## src/etse_regs.vh

```
// Constants of the channel-two evaluation block: register offsets, fields,
// reset values and timing counts. Assumes a 40 MHz system clock.
`ifndef ETSE_REGS_VH
`define ETSE_REGS_VH
// ----------------------------------------------------------------------
// Register offsets (byte addresses, one 32-bit word each)
// ----------------------------------------------------------------------
`define ETSE_OFS_CTRL 8'h00
`define ETSE_OFS_REF_FREQ 8'h04
`define ETSE_OFS_REF_DISP 8'h08
`define ETSE_OFS_SIM_FREQ 8'h0C
`define ETSE_OFS_HOLD 8'h10
`define ETSE_OFS_WAIT 8'h14
`define ETSE_OFS_STATUS 8'h18
`define ETSE_OFS_DISPLAY 8'h1C
`define ETSE_OFS_CLOCK 8'h20
`define ETSE_OFS_MINIMUM 8'h24
// ----------------------------------------------------------------------
// Control register fields
// ----------------------------------------------------------------------
`define ETSE_CTRL_SHAPE_LSB 0
`define ETSE_CTRL_DELAY_LSB 4
`define ETSE_CTRL_OPMODE_LSB 8
`define ETSE_CTRL_DELAY1_LSB 12
`define ETSE_CTRL_COMBINED_BIT 16
`define ETSE_CTRL_SIM_BIT 17
// ----------------------------------------------------------------------
// Reset values
// ----------------------------------------------------------------------
`define ETSE_RST_REF 20'h003E8
`define ETSE_RST_WAIT 14'h0064
`define ETSE_RST_ZERO 32'h00000000
// ----------------------------------------------------------------------
// Limits and timing
// ----------------------------------------------------------------------
`define ETSE_DEC_MAX 20'hF423F
`define ETSE_MIN_MAX 14'h270F
`define ETSE_HRS_MAX 7'h63
`define ETSE_SIXTY 32'h0000003C
`define ETSE_CLK_HZ 40000000
`define ETSE_TICK_SEC_NS 10000000
`define ETSE_CLK_NS 25
`define ETSE_TICK_CYC (`ETSE_TICK_SEC_NS / `ETSE_CLK_NS)
`define ETSE_DELAY_OFF 4'h0
`define ETSE_DELAY_AUTO 4'h9
`define ETSE_DELAY_EXT 4'hA
`endif

```

## src/etse_tick.v

```verilog
// Hundredth-of-a-second tick generator.
// Assumes a free running 40 MHz clock.
`timescale 1ns/1ps
`include "etse_regs.vh"
module etse_tick #(
   parameter TICK_CYC = `ETSE_TICK_CYC
) (
   input wire i_clk,
   input wire i_rst,
   output reg o_tick
);
   reg [31:0] count;
   // Count up one period, pulse on wrap
   always @(posedge i_clk or posedge i_rst) begin
      if (i_rst) begin
         count <= 32'h00000000;
         o_tick <= 1'b0;
      end else if (count == TICK_CYC - 1) begin
         count <= 32'h00000000;
         o_tick <= 1'b1;
      end else begin
         count <= count + 32'h00000001;
         o_tick <= 1'b0;
      end
   end
endmodule // etse_tick

```

## src/etse_divider.v

```verilog
// Sequential unsigned divider, one quotient bit per clock.
// Assumes the start pulse is only given while idle.
`timescale 1ns/1ps
module etse_divider (
   input wire i_clk,
   input wire i_rst,
   input wire i_start,
   input wire [47:0] i_num,
   input wire [23:0] i_den,
   output reg o_done,
   output reg [47:0] o_quot
);
   reg [47:0] num;
   reg [24:0] rem;
   reg [5:0] bit_cnt;
   reg busy;
   wire [24:0] trial;
   assign trial = {rem[23:0], num[47]} - {1'b0, i_den};
   // Restoring division; slow but tiny, display needs no speed
   always @(posedge i_clk or posedge i_rst) begin
      if (i_rst) begin
         num <= 48'h000000000000;
         rem <= 25'h0000000;
         bit_cnt <= 6'h00;
         busy <= 1'b0;
         o_done <= 1'b0;
         o_quot <= 48'h000000000000;
      end else begin
         o_done <= 1'b0;
         if (i_start && !busy) begin
            num <= i_num;
            rem <= 25'h0000000;
            bit_cnt <= 6'h30;
            busy <= 1'b1;
         end else if (busy) begin
            if (trial[24]) begin
               rem <= {rem[23:0], num[47]};
            end else begin
               rem <= trial;
            end
            num <= {num[46:0], ~trial[24]};
            bit_cnt <= bit_cnt - 6'h01;
            if (bit_cnt == 6'h01) begin
               busy <= 1'b0;
               o_done <= 1'b1;
               o_quot <= {num[46:0], ~trial[24]};
            end
         end
      end
   end
endmodule // etse_divider

```

## src/etse_eval.v

```verilog
// Channel-two speed evaluation: display scaling, simulated frequency,
// start-up suppression and standstill. Assumes a measured frequency in
// hundredths of a hertz with a one-cycle strobe for each new pulse.
//
// Chosen here: the placing of the registers and the address-and-strobe port.
`timescale 1ns/1ps
`include "etse_regs.vh"
module etse_eval #(
   parameter TICK_CYC = `ETSE_TICK_CYC
) (
   input wire i_clk,
   input wire i_rst,
   input wire [7:0] i_addr,
   input wire [31:0] i_wdata,
   input wire i_wr,
   input wire i_rd,
   output reg [31:0] o_rdata,
   input wire [19:0] i_meas_freq,
   input wire i_pulse,
   input wire i_remote_delay,
   output reg o_suppress_output_two,
   output reg o_suppress_output_three,
   output reg o_suppress_output_four,
   output reg o_standstill,
   output reg [19:0] o_display,
   output reg [20:0] o_eff_freq
);
   // ----------------------------------------------------------------------
   // Register file
   // ----------------------------------------------------------------------
   reg [1:0] shape;
   reg [3:0] delay_sel;
   reg [3:0] delay_one;
   reg [3:0] op_mode;
   reg combined;
   reg sim_on;
   reg [19:0] ref_freq;
   reg [19:0] ref_disp;
   reg [20:0] sim_freq;
   reg [13:0] hold_time;
   reg [13:0] wait_time;
   reg [19:0] minimum;
   reg [19:0] meas_held;
   reg [13:0] wait_cnt;
   reg [13:0] hold_cnt;
   reg [14:0] delay_cnt;
   reg delay_run;
   reg auto_wait;
   reg zero_seen;
   reg [13:0] clk_min;
   reg [5:0] clk_sec;
   reg [6:0] clk_hrs;
   reg [1:0] phase;
   reg div_start;
   reg [47:0] div_num;
   reg [23:0] div_den;
   reg [20:0] next_eff;
   reg next_active;
   wire tick;
   wire div_done;
   wire [47:0] quot;
   wire [19:0] mag;
   wire [3:0] eff_delay;
   wire delay_restart;
   wire sup;
   // Clock-format pieces, cut to field width on purpose below
   wire [19:0] q_min = quot[19:0] / 20'd60;
   wire [19:0] q_sec = quot[19:0] % 20'd60;
   wire [18:0] q_hrs = quot[18:0] / 19'd3600;
   wire [18:0] q_hmin = quot[18:0] / 19'd60 % 19'd60;

   // Clamp a scaling value to the legal 1..999999 window
   function [19:0] etse_clamp;
      input [31:0] v;
      begin
         if (v[19:0] == 20'h00000) begin
            etse_clamp = 20'h00001;
         end else if (v > {12'h000, `ETSE_DEC_MAX}) begin
            etse_clamp = `ETSE_DEC_MAX;
         end else begin
            etse_clamp = v[19:0];
         end
      end
   endfunction

   // Saturate a quotient to a decimal display limit
   function [19:0] etse_sat;
      input [47:0] q;
      begin
         if (q > {28'h0000000, `ETSE_DEC_MAX}) begin
            etse_sat = `ETSE_DEC_MAX;
         end else begin
            etse_sat = q[19:0];
         end
      end
   endfunction

   // Software writes; scaling pair clamped on entry
   always @(posedge i_clk or posedge i_rst) begin
      if (i_rst) begin
         shape <= 2'h0;
         delay_sel <= 4'h0;
         delay_one <= 4'h0;
         op_mode <= 4'h0;
         combined <= 1'b0;
         sim_on <= 1'b0;
         ref_freq <= `ETSE_RST_REF;
         ref_disp <= `ETSE_RST_REF;
         sim_freq <= 21'h000000;
         hold_time <= 14'h0000;
         wait_time <= `ETSE_RST_WAIT;
         minimum <= 20'h00000;
      end else if (i_wr) begin
         case (i_addr)
            `ETSE_OFS_CTRL: begin
               shape <= i_wdata[`ETSE_CTRL_SHAPE_LSB +: 2];
               delay_sel <= (i_wdata[`ETSE_CTRL_DELAY_LSB +: 4] > `ETSE_DELAY_EXT) ?
                  `ETSE_DELAY_EXT : i_wdata[`ETSE_CTRL_DELAY_LSB +: 4];
               op_mode <= i_wdata[`ETSE_CTRL_OPMODE_LSB +: 4];
               delay_one <= i_wdata[`ETSE_CTRL_DELAY1_LSB +: 4];
               combined <= i_wdata[`ETSE_CTRL_COMBINED_BIT];
               sim_on <= i_wdata[`ETSE_CTRL_SIM_BIT];
            end
            `ETSE_OFS_REF_FREQ: ref_freq <= etse_clamp(i_wdata);
            `ETSE_OFS_REF_DISP: ref_disp <= etse_clamp(i_wdata);
            `ETSE_OFS_SIM_FREQ: sim_freq <= i_wdata[20:0];
            `ETSE_OFS_HOLD: hold_time <= (i_wdata[13:0] > 14'h270F) ? 14'h270F : i_wdata[13:0];
            `ETSE_OFS_WAIT: wait_time <= (i_wdata[13:0] == 14'h0000) ? 14'h0001 :
               ((i_wdata[13:0] > 14'h270F) ? 14'h270F : i_wdata[13:0]);
            `ETSE_OFS_MINIMUM: minimum <= i_wdata[19:0];
            default: ;
         endcase
      end
   end

   // Read data one cycle after the strobe, zero elsewhere
   always @(posedge i_clk or posedge i_rst) begin
      if (i_rst) begin
         o_rdata <= `ETSE_RST_ZERO;
      end else if (i_rd) begin
         case (i_addr)
            `ETSE_OFS_CTRL: o_rdata <= {14'h0000, sim_on, combined, delay_one,
               op_mode, delay_sel, 2'h0, shape};
            `ETSE_OFS_REF_FREQ: o_rdata <= {12'h000, ref_freq};
            `ETSE_OFS_REF_DISP: o_rdata <= {12'h000, ref_disp};
            `ETSE_OFS_SIM_FREQ: o_rdata <= {{11{sim_freq[20]}}, sim_freq};
            `ETSE_OFS_HOLD: o_rdata <= {18'h00000, hold_time};
            `ETSE_OFS_WAIT: o_rdata <= {18'h00000, wait_time};
            `ETSE_OFS_STATUS: o_rdata <= {27'h0000000, delay_run, o_suppress_output_four,
               o_suppress_output_three, o_suppress_output_two, o_standstill};
            `ETSE_OFS_DISPLAY: o_rdata <= {12'h000, o_display};
            `ETSE_OFS_CLOCK: o_rdata <= {5'h00, clk_hrs, clk_min, clk_sec};
            `ETSE_OFS_MINIMUM: o_rdata <= {12'h000, minimum};
            default: o_rdata <= `ETSE_RST_ZERO;
         endcase
      end else begin
         o_rdata <= `ETSE_RST_ZERO;
      end
   end

   // ----------------------------------------------------------------------
   // Frequency source
   // ----------------------------------------------------------------------
   etse_tick #(.TICK_CYC(TICK_CYC)) u_tick (
      .i_clk(i_clk),
      .i_rst(i_rst),
      .o_tick(tick)
   );

   // Wait-time watchdog in hundredths; shortest sampling takes every pulse
   always @(posedge i_clk or posedge i_rst) begin
      if (i_rst) begin
         meas_held <= 20'h00000;
         wait_cnt <= 14'h0000;
      end else if (i_pulse) begin
         meas_held <= i_meas_freq;
         wait_cnt <= 14'h0000;
      end else if (tick) begin
         if (wait_cnt + 14'h0001 >= wait_time) begin
            meas_held <= 20'h00000;
         end else begin
            wait_cnt <= wait_cnt + 14'h0001;
         end
      end
   end

   // Simulated value stands in for the real one everywhere downstream
   always @* begin
      next_eff = sim_on ? sim_freq : {1'b0, meas_held};
   end

   assign mag = next_eff[20] ? 20'h00000 : next_eff[19:0];

   // ----------------------------------------------------------------------
   // Display scaling
   // ----------------------------------------------------------------------
   etse_divider u_div (
      .i_clk(i_clk),
      .i_rst(i_rst),
      .i_start(div_start),
      .i_num(div_num),
      .i_den(div_den),
      .o_done(div_done),
      .o_quot(quot)
   );

   // Launch one division per update; result in whole display units.
   // Negative simulated rates count as a zero rate, a limitation of the unsigned path.
   always @(posedge i_clk or posedge i_rst) begin
      if (i_rst) begin
         phase <= 2'h0;
         div_start <= 1'b0;
         div_num <= 48'h000000000000;
         div_den <= 24'h000000;
         o_display <= 20'h00000;
         o_eff_freq <= 21'h000000;
         clk_min <= 14'h0000;
         clk_sec <= 6'h00;
         clk_hrs <= 7'h00;
      end else begin
         div_start <= 1'b0;
         o_eff_freq <= next_eff;
         case (phase)
            2'h0: begin
               if (shape == 2'h0) begin
                  // Divide the numerator by 100 first so hundredths come out as whole display units
                  div_num <= mag * ref_disp / 48'd100;
                  div_den <= {4'h0, ref_freq};
                  div_start <= 1'b1;
                  phase <= 2'h1;
               end else if (mag == 20'h00000) begin
                  o_display <= `ETSE_DEC_MAX; // Infinite time saturates
                  clk_min <= (shape == 2'h3) ? 14'h003B : `ETSE_MIN_MAX;
                  clk_sec <= 6'h3B;
                  clk_hrs <= `ETSE_HRS_MAX;
               end else begin
                  div_num <= ref_disp * ref_freq * 48'h000000000064;
                  div_den <= {4'h0, mag};
                  div_start <= 1'b1;
                  phase <= 2'h1;
               end
            end
            2'h1: phase <= 2'h2;
            2'h2: begin
               if (div_done) begin
                  o_display <= etse_sat(quot);
                  // Minutes and seconds format
                  if (quot >= 48'd600000) begin
                     clk_min <= `ETSE_MIN_MAX;
                     clk_sec <= 6'h3B;
                  end else begin
                     clk_min <= q_min[13:0];
                     clk_sec <= q_sec[5:0];
                  end
                  // Hours, minutes and seconds format
                  if (quot >= 48'd360000) begin
                     clk_hrs <= `ETSE_HRS_MAX;
                  end else begin
                     clk_hrs <= q_hrs[6:0];
                  end
                  if (shape == 2'h3) begin
                     clk_min <= (quot >= 48'd360000) ? 14'h003B : q_hmin[13:0];
                  end
                  phase <= 2'h0;
               end
            end
            default: phase <= 2'h0;
         endcase
      end
   end

   // ----------------------------------------------------------------------
   // Standstill and start-up delay
   // ----------------------------------------------------------------------
   // Hold time runs after zero, restarts on any nonzero rate
   always @(posedge i_clk or posedge i_rst) begin
      if (i_rst) begin
         hold_cnt <= 14'h0000;
         zero_seen <= 1'b0;
         o_standstill <= 1'b0;
      end else if (mag != 20'h00000) begin
         hold_cnt <= 14'h0000;
         zero_seen <= 1'b0;
         o_standstill <= 1'b0;
      end else begin
         zero_seen <= 1'b1;
         if (zero_seen && !o_standstill && hold_cnt >= hold_time) begin
            o_standstill <= 1'b1;
         end else if (tick && !o_standstill) begin
            hold_cnt <= hold_cnt + 14'h0001;
         end
      end
   end

   // Longer of the two settings in combined modes
   assign eff_delay = (combined && delay_one > delay_sel) ? delay_one : delay_sel;
   assign delay_restart = o_standstill && !zero_seen;
   reg stand_q;
   reg armed;
   // Arm at power-up and on each new standstill
   always @(posedge i_clk or posedge i_rst) begin
      if (i_rst) begin
         stand_q <= 1'b0;
         armed <= 1'b1;
         delay_cnt <= 15'h0000;
         delay_run <= 1'b0;
         auto_wait <= 1'b0;
      end else begin
         stand_q <= o_standstill;
         armed <= 1'b0;
         if (armed || (o_standstill && !stand_q)) begin
            delay_run <= (eff_delay != `ETSE_DELAY_OFF);
            auto_wait <= (eff_delay == `ETSE_DELAY_AUTO);
            delay_cnt <= 15'h0000;
         end else if (delay_run) begin
            if (eff_delay == `ETSE_DELAY_AUTO) begin
               if (o_display > minimum) begin
                  delay_run <= 1'b0;
               end
            end else if (eff_delay != `ETSE_DELAY_EXT) begin
               if (tick) begin
                  delay_cnt <= delay_cnt + 15'h0001;
               end
               // 2^(n-1) seconds in hundredths
               if (eff_delay == `ETSE_DELAY_OFF ||
                   delay_cnt >= (15'd100 << (eff_delay - 4'h1))) begin
                  delay_run <= 1'b0;
               end
            end
         end
      end
   end

   assign sup = (delay_run && eff_delay != `ETSE_DELAY_EXT) ||
                (eff_delay == `ETSE_DELAY_EXT && i_remote_delay);

   // Route suppression by operational mode
   always @(posedge i_clk or posedge i_rst) begin
      if (i_rst) begin
         o_suppress_output_two <= 1'b0;
         o_suppress_output_three <= 1'b0;
         o_suppress_output_four <= 1'b0;
      end else begin
         o_suppress_output_two <= 1'b0;
         o_suppress_output_three <= 1'b0;
         o_suppress_output_four <= 1'b0;
         if (op_mode == 4'h1) begin
            o_suppress_output_three <= sup;
            o_suppress_output_four <= sup;
         end else if (op_mode >= 4'h2 && op_mode <= 4'h8) begin
            o_suppress_output_two <= sup;
         end
      end
   end
endmodule // etse_eval

```

## config.mk

```make
export PLATFORM = sky130hd
export DESIGN_NAME = etse_eval
export DESIGN_NICKNAME = d
export VERILOG_FILES = /design/src/etse_tick.v /design/src/etse_divider.v /design/src/etse_eval.v
export VERILOG_INCLUDE_DIRS = /design/src
export SDC_FILE = /design/constraint.sdc
export NUM_CORES = 2
export LEC_CHECK = 0
export ABC_AREA = 1
export BUFFER_PORTS_ARGS = -buffer_cell sky130_fd_sc_hd__buf_4
export CAP_MARGIN = 20
export CORE_MARGIN = 4
export CORE_UTILIZATION = 60
export DETAILED_ROUTE_END_ITERATION = 12
export PLACE_DENSITY_LB_ADDON = 0.05
export SLEW_MARGIN = 20
export SYNTH_ARGS = -nofsm -noshare
export SYNTH_HDL_FRONTEND = slang
export SYNTH_HIERARCHICAL = 1
export SYNTH_SLANG_ARGS = --single-unit
```

## constraint.sdc

```tcl
create_clock -name i_clk -period 21.6 [get_ports i_clk]
set_input_delay 3.24 -clock i_clk [delete_from_list [all_inputs] [get_ports i_clk]]
set_output_delay 3.24 -clock i_clk [all_outputs]
set_load 0.01 [all_outputs]
```

==> results.md <==
* WL/cell at 19.9 um
* Die ar. at 0.116 mm^2
* Ys async rst share at 1.00
* Layout Skew at 0.0764 ns
* Vias per cell at 5.63
* Worst hold slack at 0.471 ns
* Final min period at 21.57 ns
* Core Area at 0.109 mm^2
* Vias in the first global route at 58497
* Starting density of the core at 0.608
* Run status: finished, final reports clean
* Total track usage at 0.358
* Period utilisation layout at 0.998
* Max Cap Viol at 0
* CTS hold repair buffers at 0
* CP max FO at 7
* Slowest Stage Delay on Critical Path at 0.62 ns
* Final hold violations at 0
* Count of pins over their slew limit at 0
* Post-Synth Simple-Gate Area at 0.257
* Die X at 341 um
* CP Class: flip-flop to flip-flop
* DP HPWL at 163 mm
* Iteration-0 DRC Markers at 5286
* Post-route ant nets at 0
* DRC at 0
* Yosys Warn Count at 6
* Final setup fails at 0
* Storage element area at 0.0131 mm^2
* TritonCTS clock tree: built
* RSZ-0062 raised after global routing: true
* Syn Std Cell Area at 0.0665 mm^2
* Count of cell types in the netlist at 81
* Critical Path RT at 22.13 ns
* Pin slew with the least headroom to its limit at 1.25 ns
* Pre-CTS setup slack at -0.553 ns
* Port-buffer cells at 142
* Multi-input gate area at 0.0471 mm^2
* Syn Inst Count at 8929
* H-Tree Depth at 2
* Clk buf depth at 3
* Num Clock Sinks at 522
* Area Overhead vs Synth at 13.2%
* Slowest-stage cell, CP: fa_2
* Final WL at 212 mm
* CP dominant cell by count: nand2_4
* IO Count at 143
* NumNets Final at 10426
* Root Buffer: clkbuf_16
* Startpoint Class: flip-flop
* Worst-path clk slew at 0.07 ns
* First-pass GRT wire length at 327 mm
* Post-synthesis adder-cell area fraction at 0.302
* Worst Path Arrival at 22.10 ns
* # rows at 121
* Post-synth EDFFs at 0
* Clock Latency Late Sink at 0.71 ns
* HP Class: flip-flop to flip-flop
* DR pass1 iterations at 6
* Flops & latches, synth at 522
* Crit end category: flip-flop
* Maximum clock rate at 46.4 MHz
* GPL Wtd Cong at 0.987
* Fillers at 9193
* Post-synthesis compound-gate area fraction at 0.0917
* Final setup margin at 0.0332 ns
* Max_slew headroom at 0.158
* Most used DFF post-synth: dfrtp_1
* Main combinational cell family by area after synthesis: adder cells
* XOR/XNOR Fraction of Synth Area at 0.0250
* Die Y at 341 um
* CTS Buf Count at 61
* Via count at 60218
* Post-synthesis mux area share at 0.000320
* Total grt overflow at 0
* Mapped Avg Cell Area at 7.45 um^2
* Share of layout cells above drive strength 1 at 0.148
* Largest net degree at the start of global routing at 106
* Sequential cell area fraction in the yosys report at 0.197
* Initial antenna violation count at 2
[worst max-delay path, delay by kind of cell (launching register included)]
family,cells,cell delay (ns)
simple gates,150,13.90
fa+ha+maj,8,3.91
buf+inv,16,1.62
compound gates,5,1.13
flops,1,0.50
xor+xnor,1,0.20
[final cells by class]
class                      instances  share of cell area
antenna                            3           0.0000996
timing repair buffer             431              0.0486
sequential                       522               0.174
tap                             1476              0.0245
clock buffer                      80              0.0228
clock inverter                    36             0.00638
inverter                        1931              0.0987
multi-input combinational       6210               0.625
[worst paths after layout]
| kind | start | endpoint | slack, ns | depth (start not counted) |
|---|---|---|---|---|
| worst min-delay path | div_num[22]$_DFFE_PP0P_ | u_div/num[22]$_DFFE_PP0P_ | 0.47 | 2 |
| worst max-delay path | sim_on$_DFFE_PP0P_ | div_num[0]$_DFFE_PP0P_ | 0.03 | 180 |
| max in group asynchronous | i_rst | sim_on$_DFFE_PP0P_ | 16.44 | 4 |
| worst max register to register | sim_on$_DFFE_PP0P_ | div_num[0]$_DFFE_PP0P_ | 0.03 | 180 |
| min in group asynchronous | i_rst | u_div/o_quot[23]$_DFFE_PP0P_ | 2.70 | 2 |
| worst min register to register | div_num[22]$_DFFE_PP0P_ | u_div/num[22]$_DFFE_PP0P_ | 0.47 | 2 |
[sequential cells by signal (all words and copies together) (netlist names), 20 cells and up]
| name | cells |
|---|---|
| div_den | 20 |
| meas_held | 20 |
| ref_disp | 20 |
| o_eff_freq | 21 |
| o_display | 20 |
| minimum | 20 |
| u_tick/count | 32 |
| o_rdata | 28 |
| ref_freq | 20 |
| u_div/rem | 24 |
| u_div/o_quot | 48 |
| div_num | 47 |
| u_div/num | 48 |
| sim_freq | 21 |
[cells in the final DEF, fill, tap and decap left out, drive strengths merged, types with 12 or more instances in the layout]
cell      count
a31oi        22
dfstp        16
a21oi       283
inv        1898
nor2        682
fa          676
o31ai        22
o21bai       18
xor2        137
dfrtp       506
nand4       120
a221oi       17
o21ai       512
bufinv       14
clkinv       37
buf         424
nor4         26
nand3b       14
xnor2        53
clkbuf       87
nand3       377
nand2      2434
or2          12
o221ai       62
clkinvlp     18
a22oi        18
o211ai       13
nor3         62
o22ai        44
ha          527
[through the flow]
stage | util | TNS [ns] | cells | cell area (um^2)
after floorplan | - | 0 | 8934 | 66600
after global placement | 0.636 | 0 | 10442 | 69700
after detailed placement | 0.636 | -1.25 | 10442 | 69700
after CTS | 0.663 | 0 | 10583 | 72600
after global routing | 0.688 | -3.79 | 10686 | 75300
final | 0.688 | 0 | 10689 | 75300
[cell usage after synthesis, types with 18 or more instances]
master	number	share of area
a22oi_1	18	0.0020
o22ai_1	44	0.0041
clkinv_1	28	0.0016
clkbuf_1	233	0.013
nor3_1	61	0.0046
a21oi_1	279	0.021
nand2_1	2134	0.12
nor2_2	28	0.0026
o21ai_0	477	0.036
xnor2_1	53	0.0070
buf_1	25	0.0014
nand4_1	95	0.0089
nand4_2	18	0.0034
nor4_1	26	0.0024
inv_1	1851	0.10
o221ai_1	62	0.0082
dfrtp_1	506	0.19
xor2_1	137	0.018
fa_1	676	0.20
o31ai_1	22	0.0025
o21ai_1	29	0.0022
nand3_2	34	0.0051
nand2_4	97	0.016
a31oi_1	22	0.0021
nor2_4	22	0.0037
nor2_1	630	0.036
ha_1	527	0.099
nand2_2	200	0.019
nand3_1	340	0.026
inv_2	39	0.0022
[logic make-up (layout without fill, tap and decap cells)]
group	Yosys count	in the layout
muxes	2	2
adders and majority gates	1203	1203
xor gates and xnor gates	190	190
other	1	9
AOI/OAI and AO/OA	1064	1064
buffers and inverters	2202	2478
and+or+nand+nor	3745	3745
DFF	522	522
[what timing repair did]
action	CTS	global route
gates resized for setup	126	435
endpoints found under the setup margin	3	6
setup buffers	24	97
cloned	1	7
pin swaps	34	206
[per-layer routing]
layer	track usage	routed length [um]	up-vias
met2	0.566	94800	2706
li1	-	-	27999
met4	0.169	13100	2
met1	0.478	85000	28975
met5	0	13	-
met3	0.0698	19600	536
Power is left out: the tool's default activity adds up to more than one toggle a clock period on the data nets, which glitch-free logic cannot reach.
